$ cat src/ism_pkg.sv
package ism_pkg;

    // ==========================================================
    // Register port geometry
    localparam int          ADDR_W        = 8;
    localparam int          DATA_W        = 8;
    localparam int          MASK_BYTES    = 2;

    // ==========================================================
    // Register offsets
    localparam logic [7:0]  OFF_EN_LOW    = 8'h43;
    localparam logic [7:0]  OFF_EN_MID    = 8'h44;
    localparam logic [7:0]  OFF_PEND_LOW  = 8'h50;
    localparam logic [7:0]  OFF_PEND_MID  = 8'h51;

    // ==========================================================
    // Reset and read values
    localparam logic [7:0]  EN_RESET      = 8'h00;
    localparam logic [7:0]  READ_ZERO     = 8'h00;
    localparam logic [15:0] ALL_MASKED    = 16'h0000;

    // ==========================================================
    // Source positions in the 16-bit enable word
    localparam int          NUM_REF_IN    = 14;
    localparam int          POS_REF_IN_1  = 0;
    localparam int          POS_REF_IN_8  = 7;
    localparam int          POS_REF_IN_9  = 8;
    localparam int          POS_REF_IN_14 = 13;
    localparam int          POS_MAIN_FAIL = 14;
    localparam int          POS_MODE_CHG  = 15;

    // ==========================================================
    // Carriers
    typedef struct packed {
        logic [ADDR_W-1:0] addr;
        logic [DATA_W-1:0] wrData;
        logic              wr;
        logic              rd;
    } ism_req_s;

    // Bit order matches the enable word: refIn[0] is ref_in_1
    typedef struct packed {
        logic                  modeChange;
        logic                  mainRefFail;
        logic [NUM_REF_IN-1:0] refIn;
    } ism_evt_s;

endpackage

$ cat src/ism_source_mask.sv
`timescale 1ns/100ps

// Operation
// - Enable bit 0 blocks its event from the interrupt; bit 1 lets it through.
// - Low enable byte bits 0..7 serve ref_in_1 through ref_in_8.
// - Middle enable byte is software read/write; bits 0..4 serve ref_in_9..13.
// - Middle byte bit 5 gates ref_in_14.
// - Middle bit 6 gates main reference failure, bit 7 operating mode change.
// - Low byte is read/write; both bytes reset to zero, all sources masked.
module ism_source_mask
    import ism_pkg::*;
#(
    parameter int NUM_MASK_BYTES = MASK_BYTES
)
(
    // Clock, reset, enable
    input  wire logic              clk,
    input  wire logic              arst_n,
    input  wire logic              ce,
    // Register port
    input  wire ism_req_s          regReq,
    output logic      [DATA_W-1:0] rdData,
    // Event flags from the status logic
    input  wire ism_evt_s          eventFlag,
    // Interrupt request
    output logic                   irqReq
);

    // ==========================================================
    // Elaboration check
    generate
        if (NUM_MASK_BYTES * DATA_W != $bits(ism_evt_s)) begin : g_bad_width
            $error("enable bytes must cover every event flag exactly");
        end
    endgenerate

    // ==========================================================
    // Internal signals
    localparam int NSRC = NUM_MASK_BYTES * DATA_W;

    logic [NSRC-1:0]   enable;
    logic [NSRC-1:0]   pending;
    logic [NSRC-1:0]   flagVec;
    logic              hitEnLow;
    logic              hitEnMid;
    logic              hitPendLow;
    logic              hitPendMid;
    logic              next_irqReq;
    logic [DATA_W-1:0] next_rdData;

    // ==========================================================
    // Address decode
    assign hitEnLow   = regReq.addr == OFF_EN_LOW;
    assign hitEnMid   = regReq.addr == OFF_EN_MID;
    assign hitPendLow = regReq.addr == OFF_PEND_LOW;
    assign hitPendMid = regReq.addr == OFF_PEND_MID;

    // ==========================================================
    // Enable bytes, one register per byte, consecutive offsets
    generate
        for (genvar b = 0; b < NUM_MASK_BYTES; b++) begin : g_en
            localparam logic [7:0] BYTE_OFF = OFF_EN_LOW + 8'(b);
            logic we;

            // Writes are frozen with the clock enable
            assign we = ce & regReq.wr & (regReq.addr == BYTE_OFF);

            ism_byte_reg #(
                .RESET_VAL (EN_RESET)
            ) u_byte (
                .clk    (clk),
                .arst_n (arst_n),
                .we     (we),
                .d      (regReq.wrData),
                .q      (enable[DATA_W*b +: DATA_W])
            );
        end
    endgenerate

    // ==========================================================
    // Gating and request
    // Flags come from same-clock status logic, so no synchroniser
    assign flagVec     = eventFlag;
    assign pending     = flagVec & enable;
    assign next_irqReq = |pending;

    // ==========================================================
    // Read selection
    // Pending view lets software see which gated source fired
    assign next_rdData = !regReq.rd ? READ_ZERO          :
                         hitEnLow   ? enable[7:0]        :
                         hitEnMid   ? enable[15:8]       :
                         hitPendLow ? pending[7:0]       :
                         hitPendMid ? pending[15:8]      :
                                      READ_ZERO;

    // ==========================================================
    // Output flops
    // Read data is cleared in every non-read cycle with ce high, so it stands for one enabled cycle only
    always_ff @(posedge clk or negedge arst_n) begin
        if (!arst_n) begin
            irqReq <= 1'b0;
            rdData <= READ_ZERO;
        end else if (ce) begin
            irqReq <= next_irqReq;
            rdData <= next_rdData;
        end
    end

    // ==========================================================
    // Assertions: register access
    a_low_write_stores: assert property (@(posedge clk) disable iff (!arst_n)
        ce && regReq.wr && hitEnLow |=> enable[7:0] == $past(regReq.wrData))
        else $error("low enable byte did not take the written value");

    a_mid_write_stores: assert property (@(posedge clk) disable iff (!arst_n)
        ce && regReq.wr && hitEnMid |=> enable[15:8] == $past(regReq.wrData))
        else $error("middle enable byte did not take the written value");

    a_low_read_back: assert property (@(posedge clk) disable iff (!arst_n)
        ce && regReq.rd && hitEnLow |=> rdData == $past(enable[7:0]))
        else $error("low enable byte read back wrong");

    a_mid_read_back: assert property (@(posedge clk) disable iff (!arst_n)
        ce && regReq.rd && hitEnMid |=> rdData == $past(enable[15:8]))
        else $error("middle enable byte read back wrong");

    a_frozen_no_write: assert property (@(posedge clk) disable iff (!arst_n)
        !ce |=> enable == $past(enable) && irqReq == $past(irqReq))
        else $error("state moved while the clock enable was low");

    a_reset_all_masked: assert property (@(posedge clk)
        !$past(arst_n) && arst_n |-> enable == ALL_MASKED && !irqReq)
        else $error("enable bytes not zero after reset");

    // ==========================================================
    // Assertions: gating
    a_masked_stays_low: assert property (@(posedge clk) disable iff (!arst_n)
        ce && (flagVec & enable) == ALL_MASKED |=> !irqReq)
        else $error("request raised with every set flag masked");

    a_any_unmasked_high: assert property (@(posedge clk) disable iff (!arst_n)
        ce && |(flagVec & enable) |=> irqReq)
        else $error("request missing for an unmasked flag");

    a_low_bit_order: assert property (@(posedge clk) disable iff (!arst_n)
        ce && flagVec == NSRC'(1) << POS_REF_IN_8 && enable[POS_REF_IN_8]
        ##1 ce && flagVec == NSRC'(1) << POS_REF_IN_8 |=> irqReq)
        else $error("ref_in_8 not gated by low byte bit 7");

    a_ref14_gate: assert property (@(posedge clk) disable iff (!arst_n)
        ce && eventFlag.refIn[POS_REF_IN_14] && !enable[POS_REF_IN_14]
        && (flagVec & enable) == ALL_MASKED |=> !irqReq)
        else $error("ref_in_14 raised a request while masked");

    a_main_fail_gate: assert property (@(posedge clk) disable iff (!arst_n)
        ce && eventFlag.mainRefFail && enable[POS_MAIN_FAIL] |=> irqReq)
        else $error("main reference failure did not raise the request");

    a_mode_chg_gate: assert property (@(posedge clk) disable iff (!arst_n)
        ce && eventFlag.modeChange && enable[POS_MODE_CHG] |=> irqReq)
        else $error("mode change did not raise the request");

    a_mid_ref_order: assert property (@(posedge clk) disable iff (!arst_n)
        ce && eventFlag.refIn[POS_REF_IN_9] && enable[POS_REF_IN_9] |=> irqReq)
        else $error("ref_in_9 not gated by middle byte bit 0");

    a_read_one_cycle: assert property (@(posedge clk) disable iff (!arst_n)
        ce && !regReq.rd |=> rdData == READ_ZERO)
        else $error("read data standing outside its cycle");

    // ==========================================================
    // Assertions: pending view and unmapped space
    // The pending bytes are a read-only view; a stray write there
    // must never leak into the enable bytes sharing the port
    a_pend_low_read: assert property (@(posedge clk) disable iff (!arst_n)
        ce && regReq.rd && hitPendLow |=> rdData == $past(pending[7:0]))
        else $error("low pending byte read back wrong");

    a_pend_mid_read: assert property (@(posedge clk) disable iff (!arst_n)
        ce && regReq.rd && hitPendMid |=> rdData == $past(pending[15:8]))
        else $error("middle pending byte read back wrong");

    a_pend_no_write: assert property (@(posedge clk) disable iff (!arst_n)
        ce && regReq.wr && (hitPendLow || hitPendMid) |=> enable == $past(enable))
        else $error("write to pending view changed the enables");

    a_unmapped_zero: assert property (@(posedge clk) disable iff (!arst_n)
        ce && regReq.rd && !(hitEnLow || hitEnMid || hitPendLow || hitPendMid)
        |=> rdData == READ_ZERO)
        else $error("unmapped read returned nonzero data");

    a_low_write_alone: assert property (@(posedge clk) disable iff (!arst_n)
        ce && regReq.wr && hitEnLow |=> enable[15:8] == $past(enable[15:8]))
        else $error("low byte write disturbed the middle byte");

    a_mid_write_alone: assert property (@(posedge clk) disable iff (!arst_n)
        ce && regReq.wr && hitEnMid |=> enable[7:0] == $past(enable[7:0]))
        else $error("middle byte write disturbed the low byte");

    // Only a decoded write may move an enable bit; reads have no side effect
    a_enable_by_write: assert property (@(posedge clk) disable iff (!arst_n)
        ce && !(regReq.wr && (hitEnLow || hitEnMid)) |=> enable == $past(enable))
        else $error("enable bytes moved without a write");

    a_frozen_write: assert property (@(posedge clk) disable iff (!arst_n)
        !ce && regReq.wr |=> enable == $past(enable))
        else $error("write taken while the clock enable was low");

    // ==========================================================
    // Assertions: read path and request timing
    a_frozen_read: assert property (@(posedge clk) disable iff (!arst_n)
        !ce |=> rdData == $past(rdData))
        else $error("read data moved while the clock enable was low");

    a_reset_read_zero: assert property (@(posedge clk)
        !$past(arst_n) && arst_n |-> rdData == READ_ZERO)
        else $error("read data not zero after reset");

    // Fixed one-cycle latency; software polling relies on it
    a_irq_latency: assert property (@(posedge clk) disable iff (!arst_n)
        ce |=> irqReq == $past(|pending))
        else $error("request does not follow the gated flags");

    a_irq_drops: assert property (@(posedge clk) disable iff (!arst_n)
        ce && irqReq && (flagVec & enable) == ALL_MASKED |=> !irqReq)
        else $error("request held with no unmasked flag");

    a_mode_chg_masked: assert property (@(posedge clk) disable iff (!arst_n)
        ce && flagVec == NSRC'(1) << POS_MODE_CHG && !enable[POS_MODE_CHG] |=> !irqReq)
        else $error("masked mode change raised the request");

    a_main_fail_masked: assert property (@(posedge clk) disable iff (!arst_n)
        ce && flagVec == NSRC'(1) << POS_MAIN_FAIL && !enable[POS_MAIN_FAIL] |=> !irqReq)
        else $error("masked main reference failure raised the request");

    // ==========================================================
    // Assertions: per byte and per bit
    // One instance per byte and per source keeps the bit order honest
    generate
        for (genvar b = 0; b < NUM_MASK_BYTES; b++) begin : g_byte_chk
            localparam logic [7:0] CHK_OFF = OFF_EN_LOW + 8'(b);

            a_byte_read: assert property (@(posedge clk) disable iff (!arst_n)
                ce && regReq.rd && regReq.addr == CHK_OFF
                |=> rdData == $past(enable[DATA_W*b +: DATA_W]))
                else $error("enable byte read back from the wrong place");
        end

        for (genvar i = 0; i < NSRC; i++) begin : g_bit_chk
            a_bit_blocks: assert property (@(posedge clk) disable iff (!arst_n)
                ce && flagVec == NSRC'(1) << i && !enable[i] |=> !irqReq)
                else $error("masked source raised the request");

            a_bit_passes: assert property (@(posedge clk) disable iff (!arst_n)
                ce && flagVec[i] && enable[i] |=> irqReq)
                else $error("enabled source did not raise the request");
        end
    endgenerate

    // ==========================================================
    // Coverage
    c_enable_then_irq: cover property (@(posedge clk) disable iff (!arst_n)
        ce && regReq.wr && hitEnMid ##1 ce && eventFlag.modeChange ##1 irqReq);

    c_irq_falls: cover property (@(posedge clk) disable iff (!arst_n)
        irqReq ##1 !irqReq);

    c_pending_read: cover property (@(posedge clk) disable iff (!arst_n)
        ce && regReq.rd && hitPendLow && pending[POS_REF_IN_1]);

    c_masked_flag: cover property (@(posedge clk) disable iff (!arst_n)
        ce && flagVec != ALL_MASKED && pending == ALL_MASKED);

    c_ce_frozen: cover property (@(posedge clk) disable iff (!arst_n)
        !ce && irqReq ##1 !ce && irqReq);

endmodule

$ cat src/ism_byte_reg.sv
`timescale 1ns/100ps

module ism_byte_reg
    import ism_pkg::*;
#(
    parameter logic [DATA_W-1:0] RESET_VAL = EN_RESET
)
(
    // Clock and reset
    input  wire logic              clk,
    input  wire logic              arst_n,
    // Write side
    input  wire logic              we,
    input  wire logic [DATA_W-1:0] d,
    // Stored value
    output logic      [DATA_W-1:0] q
);

    // ==========================================================
    // Storage
    always_ff @(posedge clk or negedge arst_n) begin
        if (!arst_n) begin
            q <= RESET_VAL;
        end else if (we) begin
            q <= d;
        end
    end

    // ==========================================================
    // Checks
    a_byte_hold: assert property (@(posedge clk) disable iff (!arst_n)
        !we |=> q == $past(q))
        else $error("enable byte changed without a write");

endmodule

$ cat config.mk
export PLATFORM = sky130hd
export DESIGN_NAME = ism_source_mask
export DESIGN_NICKNAME = d
export VERILOG_FILES = /design/src/ism_pkg.sv /design/src/ism_source_mask.sv /design/src/ism_byte_reg.sv
export SDC_FILE = /design/constraint.sdc
export NUM_CORES = 1
export LEC_CHECK = 0
export CORE_ASPECT_RATIO = 1.2
export CORE_MARGIN = 3
export CORE_UTILIZATION = 25
export CTS_CLUSTER_DIAMETER = 80
export CTS_CLUSTER_SIZE = 25
export DETAILED_ROUTE_END_ITERATION = 16
export DONT_BUFFER_PORTS = 1
export PLACE_DENSITY = 0.41
export SYNTH_ARGS = -nofsm -noshare
export SYNTH_HDL_FRONTEND = slang
export SYNTH_SLANG_ARGS = --single-unit
export TNS_END_PERCENT = 50
$ cat constraint.sdc
create_clock -name clk -period 3.4 [get_ports clk]
set_clock_uncertainty 0.05 [all_clocks]
set_input_delay 0.34 -clock clk [delete_from_list [all_inputs] [get_ports clk]]
set_output_delay 0.34 -clock clk [all_outputs]
set_load 0.03 [all_outputs]
==> results.json, run 1 <==
{
  "initial_utilization_pct": 26.0,
  "drt-total-wl_mm": 3.53,
  "slew_viol_final": 0,
  "final_common_cell": "dfrtp_1",
  "worstMarginPinSlew_ps": 620,
  "syn_inst": 126,
  "gp_congestion": 0.767,
  "peakVddDrop_mv": 0.104,
  "max_slew_margin_pct": 58.3,
  "status": "finished clean",
  "placed_cell_area_sq_um": 1440,
  "yosysSeqAreaShare_pct": 45.1,
  "overflow": 0,
  "post-synth-top-area-cell": "dfrtp_1",
  "grt_usage_pct": 11.2,
  "final_cell_mix": "dfrtp_1 (25), mux2_2 (16), nor2_1 (10)",
  "rsz0062_at_grt": "false",
  "setup_violations": 0,
  "worstPathArrival_ps": 1660,
  "synth_top_area_share_pct": 45.1,
  "syn_nets": 163,
  "final_antenna_net_count": 0,
  "worstPathMaxFanout": 8,
  "cts_buffer_depth": 2,
  "clkSinkCount": 25,
  "grt_pass1_vias": 1067,
  "area_growth_pct": 9.30,
  "drtPass1Iterations": 4,
  "syn_area_sq_um": 1390,
  "hpwl_mm": 2.87,
  "diodes": 0,
  "fin_tns_setup_ps": 0,
  "wl_met1_mm": 1.35,
  "endpoint_kind": "flop",
  "crit_start": "regReq[12]",
  "timing.final.ws_setup_ps": 1860,
  "worst_ep_required_time_ps": 3520,
  "core_sq_um": 5330,
  "io_pins": 46,
  "finalHoldViolations": 0,
  "period_share_pct": 45.3,
  "n_fill_cell": 551,
  "vias": 1012,
  "root_buffer": "clkbuf_8",
  "worst_hold_path_type": "input port to flop",
  "max_freq_mhz": 649,
  "rows": 29,
  "ys_ff_latch": 25,
  "synth_area_per_cell_sq_um": 11.0,
  "finalHoldWorstSlack_ps": 109,
  "post_cts_buffers": 0,
  "cts_buffers": 3,
  "antenna_found_initial": 0,
  "hp-start": "ce",
  "worstSetupPathType": "input port to flop",
  "fin_area_sq_um": 1520,
  "routed.top_layer": "met4",
  "clock_latency_ps": 260,
  "die_width_um": 74.0,
  "grt_pass1_wl_mm": 5.55,
  "p_leak_nw": 0.587,
  "drv_cap": 0,
  "final_nets": 166,
  "total_power_mw": 0.519,
  "grt_max_degree": 26,
  "portBuffers": 0,
  "min_period_ps": 1540,
  "routedWlPerCell_um": 18.6,
  "drive_above_1_share_pct": 25.0,
  "cts_tree": "yes",
  "met2RoutedLength_mm": 1.84,
  "cts-htree-levels": 1,
  "startpoint_type": "input port",
  "r2r-start": "g_en[0].u_byte.q[4]$_DFFE_PN0P_",
  "ys_top_cells_by_area": "dfrtp_1 (45%), mux2_2 (13%), o32ai_1 (5.1%)",
  "dieArea_sq_um": 6480,
  "drt-initial-drc-count": 39,
  "clk_pin_slew_worst_paths_ps": 80,
  "p_per_area_nw_per_um2": 343,
  "drc": 0,
  "synthDistinctLibCells": 28,
  "yosys_warnings": 0,
  "avgViaCountPerCell": 5.33,
  "fp.dieH_um": 87.6,
  "pre_cts_ws_ps": 1580,
  "met3_length_um": 296
}
final cells by class:
class / count / area, sq um / area share (%)
well taps: 62 / 77.6 / 5.12
multi-input cells: 88 / 703 / 46.4
inverters: 9 / 33.8 / 2.23
flip-flops and latches: 25 / 626 / 41.3
clock buffers: 4 / 45.0 / 2.97
repair buffers: 2 / 30.0 / 1.98
critical path: stages:
cell and delay [ps]:
or4b_1 750, a21oi_2 200, a211oi_1 80, o32ai_1 290
cell usage after synthesis:
library cell	count
dfrtp_1	25
mux2_2	16
nor2_1	10
inv_1	9
nand3_1	8
nand3b_1	8
o32ai_1	8
a211oi_1	7
a21oi_2	7
nand2_1	4
a221oi_1	3
a22oi_1	3
a22o_1	2
clkbuf_1	2
a31oi_1	1
and2_2	1
and3_1	1
and4_1	1
and4bb_2	1
buf_2	1
buf_6	1
nand3_2	1
nand3_4	1
nor4_1	1
nor4_4	1
nor4b_1	1
o21ai_0	1
or4b_1	1
state kept, by name, summed over array words and instances, names as in the netlist:
| signal | count |
|---|---|
| g_en.u_byte.q | 16 |
| irqReq | 1 |
| rdData | 8 |
routing by layer:
metal / up-vias / GRT usage, %
li1: 488 / -
met1: 499 / 13.4
met2: 23 / 18.8
met3: 2 / 3.79
met4: 0 / 3.95
met5: - / 0
metrics by stage:
step / utilization, % / std cells
final: 28.4 / 190
after global routing: 28.4 / 190
after CTS: 28.4 / 190
after detailed placement: 27.0 / 184
after global placement: 27.0 / 184
after floorplan: - / 126
kinds of logic after synthesis:
logic type | after synthesis | synth area share (%)
multiplexers | 16 | 13.0
AND/OR/NAND/NOR | 40 | 18.9
flip-flops | 25 | 45.1
buffers and inverters | 13 | 4.15
AO/OA/AOI/OAI | 32 | 18.9
timing repair:
item	4_1_cts	5_1_grt
hold endpoints to repair	25	0
hold buffers	2	0
gates resized for setup	0	0
path summary, 6_finish.rpt:
kind	end	slack, ps	depth (start not counted)
worst min register to register	g_en[0].u_byte.q[0]$_DFFE_PN0P_	530	1
min in group asynchronous	irqReq$_DFFE_PN0P_	470	2
worst max register to register	irqReq$_DFFE_PN0P_	2050	4
worst min-delay path	rdData[7]$_DFFE_PN0P_	110	1
worst max-delay path	rdData[0]$_DFFE_PN0P_	1860	4
max in group asynchronous	g_en[1].u_byte.q[2]$_DFFE_PN0P_	2690	2
report_power, final:
group	switching (mW)	internal, mW	leakage (nW)
Sequential	0.0109	0.304	0.346
Combinational	0.0158	0.0166	0.218
Clock	0.0886	0.0836	0.0228
No activity file was read; power rests on OpenSTA's default activity.
==> run 2, diff against run 1 <==
--- a/config.mk
+++ b/config.mk
@@ -12,7 +12,7 @@
 export CTS_CLUSTER_SIZE = 25
 export DETAILED_ROUTE_END_ITERATION = 16
 export DONT_BUFFER_PORTS = 1
-export PLACE_DENSITY = 0.41
+export PLACE_DENSITY = 0.43
 export SYNTH_ARGS = -nofsm -noshare
 export SYNTH_HDL_FRONTEND = slang
 export SYNTH_SLANG_ARGS = --single-unit
==> constraint.sdc (replaced) <==
create_clock -name clk -period 1.33 [get_ports clk]
set_clock_uncertainty 0.05 [all_clocks]
set_input_delay 0.133 -clock clk [delete_from_list [all_inputs] [get_ports clk]]
set_output_delay 0.133 -clock clk [all_outputs]
set_load 0.03 [all_outputs]
==> run 2 against run 1 <==
  * Worst hold slack lost 210 ps
  * Worst setup slack lost 1800 ps
  * Utilization grew 4.0 points
  * Combinational power grew to 4.1 times the previous value
  * The flow now finishes with violations (negative hold slack)
  * Non-clock buffer count grew 24
  * Flip-flop and latch count is the same
  * Clock power grew to 2.6 times the previous value
  * Critical path depth is the same
==> results.json, run 2 (synthesis gave the netlist of run 1 again) <==
{
  "max_freq_mhz": 789,
  "avgViaCountPerCell": 5.05,
  "p_per_area_nw_per_um2": 794,
  "io_pins": 46,
  "startpoint_type": "flop",
  "violations": "negative hold slack",
  "grt_usage_pct": 11.4,
  "routedWlPerCell_um": 16.9,
  "rows": 29,
  "peakVddDrop_mv": 0.317,
  "area_growth_pct": 24.5,
  "final_antenna_net_count": 0,
  "drt-initial-drc-count": 67,
  "worstMarginPinSlew_ps": 420,
  "top_regs": "g_en.u_byte.q: 16 flops, rdData: 8 flops, irqReq: 1 flops",
  "worstPathMaxFanout": 2,
  "pre_cts_ws_ps": -124,
  "post_cts_buffers": 0,
  "initial_utilization_pct": 26.0,
  "final_cell_mix": "dfrtp_1 (25), mux2_2 (16), buf_4 (16)",
  "drive_above_1_share_pct": 32.9,
  "whs_path_depth": 1,
  "antenna_found_initial": 0,
  "cts_buffer_depth": 2,
  "grt_pass1_wl_mm": 5.59,
  "core_sq_um": 5330,
  "hpwl_mm": 2.94,
  "vias": 1081,
  "grt_max_degree": 26,
  "clock_latency_ps": 260,
  "dieArea_sq_um": 6480,
  "final_common_cell": "dfrtp_1",
  "portBuffers": 0,
  "fp.dieH_um": 87.6,
  "period_share_pct": 95.3,
  "place_inst": 200,
  "drc": 0,
  "diodes": 0,
  "drv_cap": 0,
  "worst_hold_path_type": "input port to flop",
  "drtPass1Iterations": 4,
  "clk_pin_slew_worst_paths_ps": 90,
  "clkSinkCount": 25,
  "cts_tree": "yes",
  "r2r_cells": 4,
  "status": "finished, violations left",
  "cts_buffers": 3,
  "timing.final.ws_setup_ps": 62.6,
  "instances_no_fill": 214,
  "p_leak_nw": 0.709,
  "grt_pass1_vias": 1145,
  "worstPathArrival_ps": 1370,
  "worstSetupPathType": "flop to flop",
  "finalHoldWorstSlack_ps": -97.9,
  "cts-htree-levels": 1,
  "root_buffer": "clkbuf_8",
  "setup_violations": 0,
  "largest_reg_flops": 16,
  "die_width_um": 74.0,
  "final_nets": 190,
  "gp_congestion": 0.750,
  "ctsHoldBuffers": 10,
  "finalHoldViolations": 9,
  "overflow": 0,
  "min_period_ps": 1270,
  "worst_ep_required_time_ps": 1430,
  "max_slew_margin_pct": 71.9,
  "endpoint_kind": "flop",
  "slew_viol_final": 0,
  "regMostFlops": "g_en.u_byte.q",
  "drt-total-wl_mm": 3.61
}
[run 2: changes by cell type in the layout (fill, tap and decap cells not counted), sizes merged]
cell and change:
buf +16, dlygate4sd3 +8
[run 2: area by class of cell]
type,count,area (sq um)
Clock buffer,4,45.0
Inverter,9,33.8
Timing Repair Buffer,26,230
Multi-Input combinational cell,88,714
Fill cell,561,3610
Tap cell,62,77.6
Sequential cell,25,626
[run 2: metrics by stage]
step	util, %	setup TNS [ps]	power (mW)	cell area (sq um)	hold slack [ps]
after floorplan	-	-89.2	0.873	1390	-213
after global placement	29.3	-484	0.891	1560	-212
after detailed placement	29.3	-608	0.893	1560	-212
after CTS	32.2	0	1.38	1720	-105
after global routing	32.4	-1.29	1.43	1730	-110
final	32.4	0	1.37	1730	-97.9
[run 2: routing by layer]
metal	up-vias	track usage, %	wire length (um)
met2	23	19.8	1930
met5	-	0	0
met4	0	3.95	40
met1	517	13.7	1480
met3	2	2.30	159
li1	539	-	-
[run 2: final timing paths]
| kind | end | slack [ps] | startpoint |
|---|---|---|---|
| min in group asynchronous | rdData[7]$_DFFE_PN0P_ | 240 | arst_n |
| worst max register to register | irqReq$_DFFE_PN0P_ | 60 | g_en[0].u_byte.q[0]$_DFFE_PN0P_ |
| worst min-delay path | rdData[1]$_DFFE_PN0P_ | -100 | ce |
| worst min register to register | rdData[1]$_DFFE_PN0P_ | 490 | rdData[1]$_DFFE_PN0P_ |
| worst max-delay path | irqReq$_DFFE_PN0P_ | 60 | g_en[0].u_byte.q[0]$_DFFE_PN0P_ |
| max in group asynchronous | g_en[0].u_byte.q[6]$_DFFE_PN0P_ | 840 | arst_n |
[run 2: where the power goes]
group	total, mW	leakage, nW	internal (mW)	switching [mW]
clock network	0.446	0.0228	0.214	0.232
logic	0.132	0.340	0.0704	0.0614
registers	0.792	0.346	0.777	0.0156
[run 2: critical path: stages, from the launching register on]
cell and delay [ps]:
dfrtp_1 390, a22o_1 210, a221oi_1 220, and3_1 210, a31oi_1 80
[run 2: timing repair]
item                                    CTS  global route
pin swaps                                 1             1
endpoints found under the setup margin    1             2
resized for setup                         0             2
hold endpoints to repair                 50             9
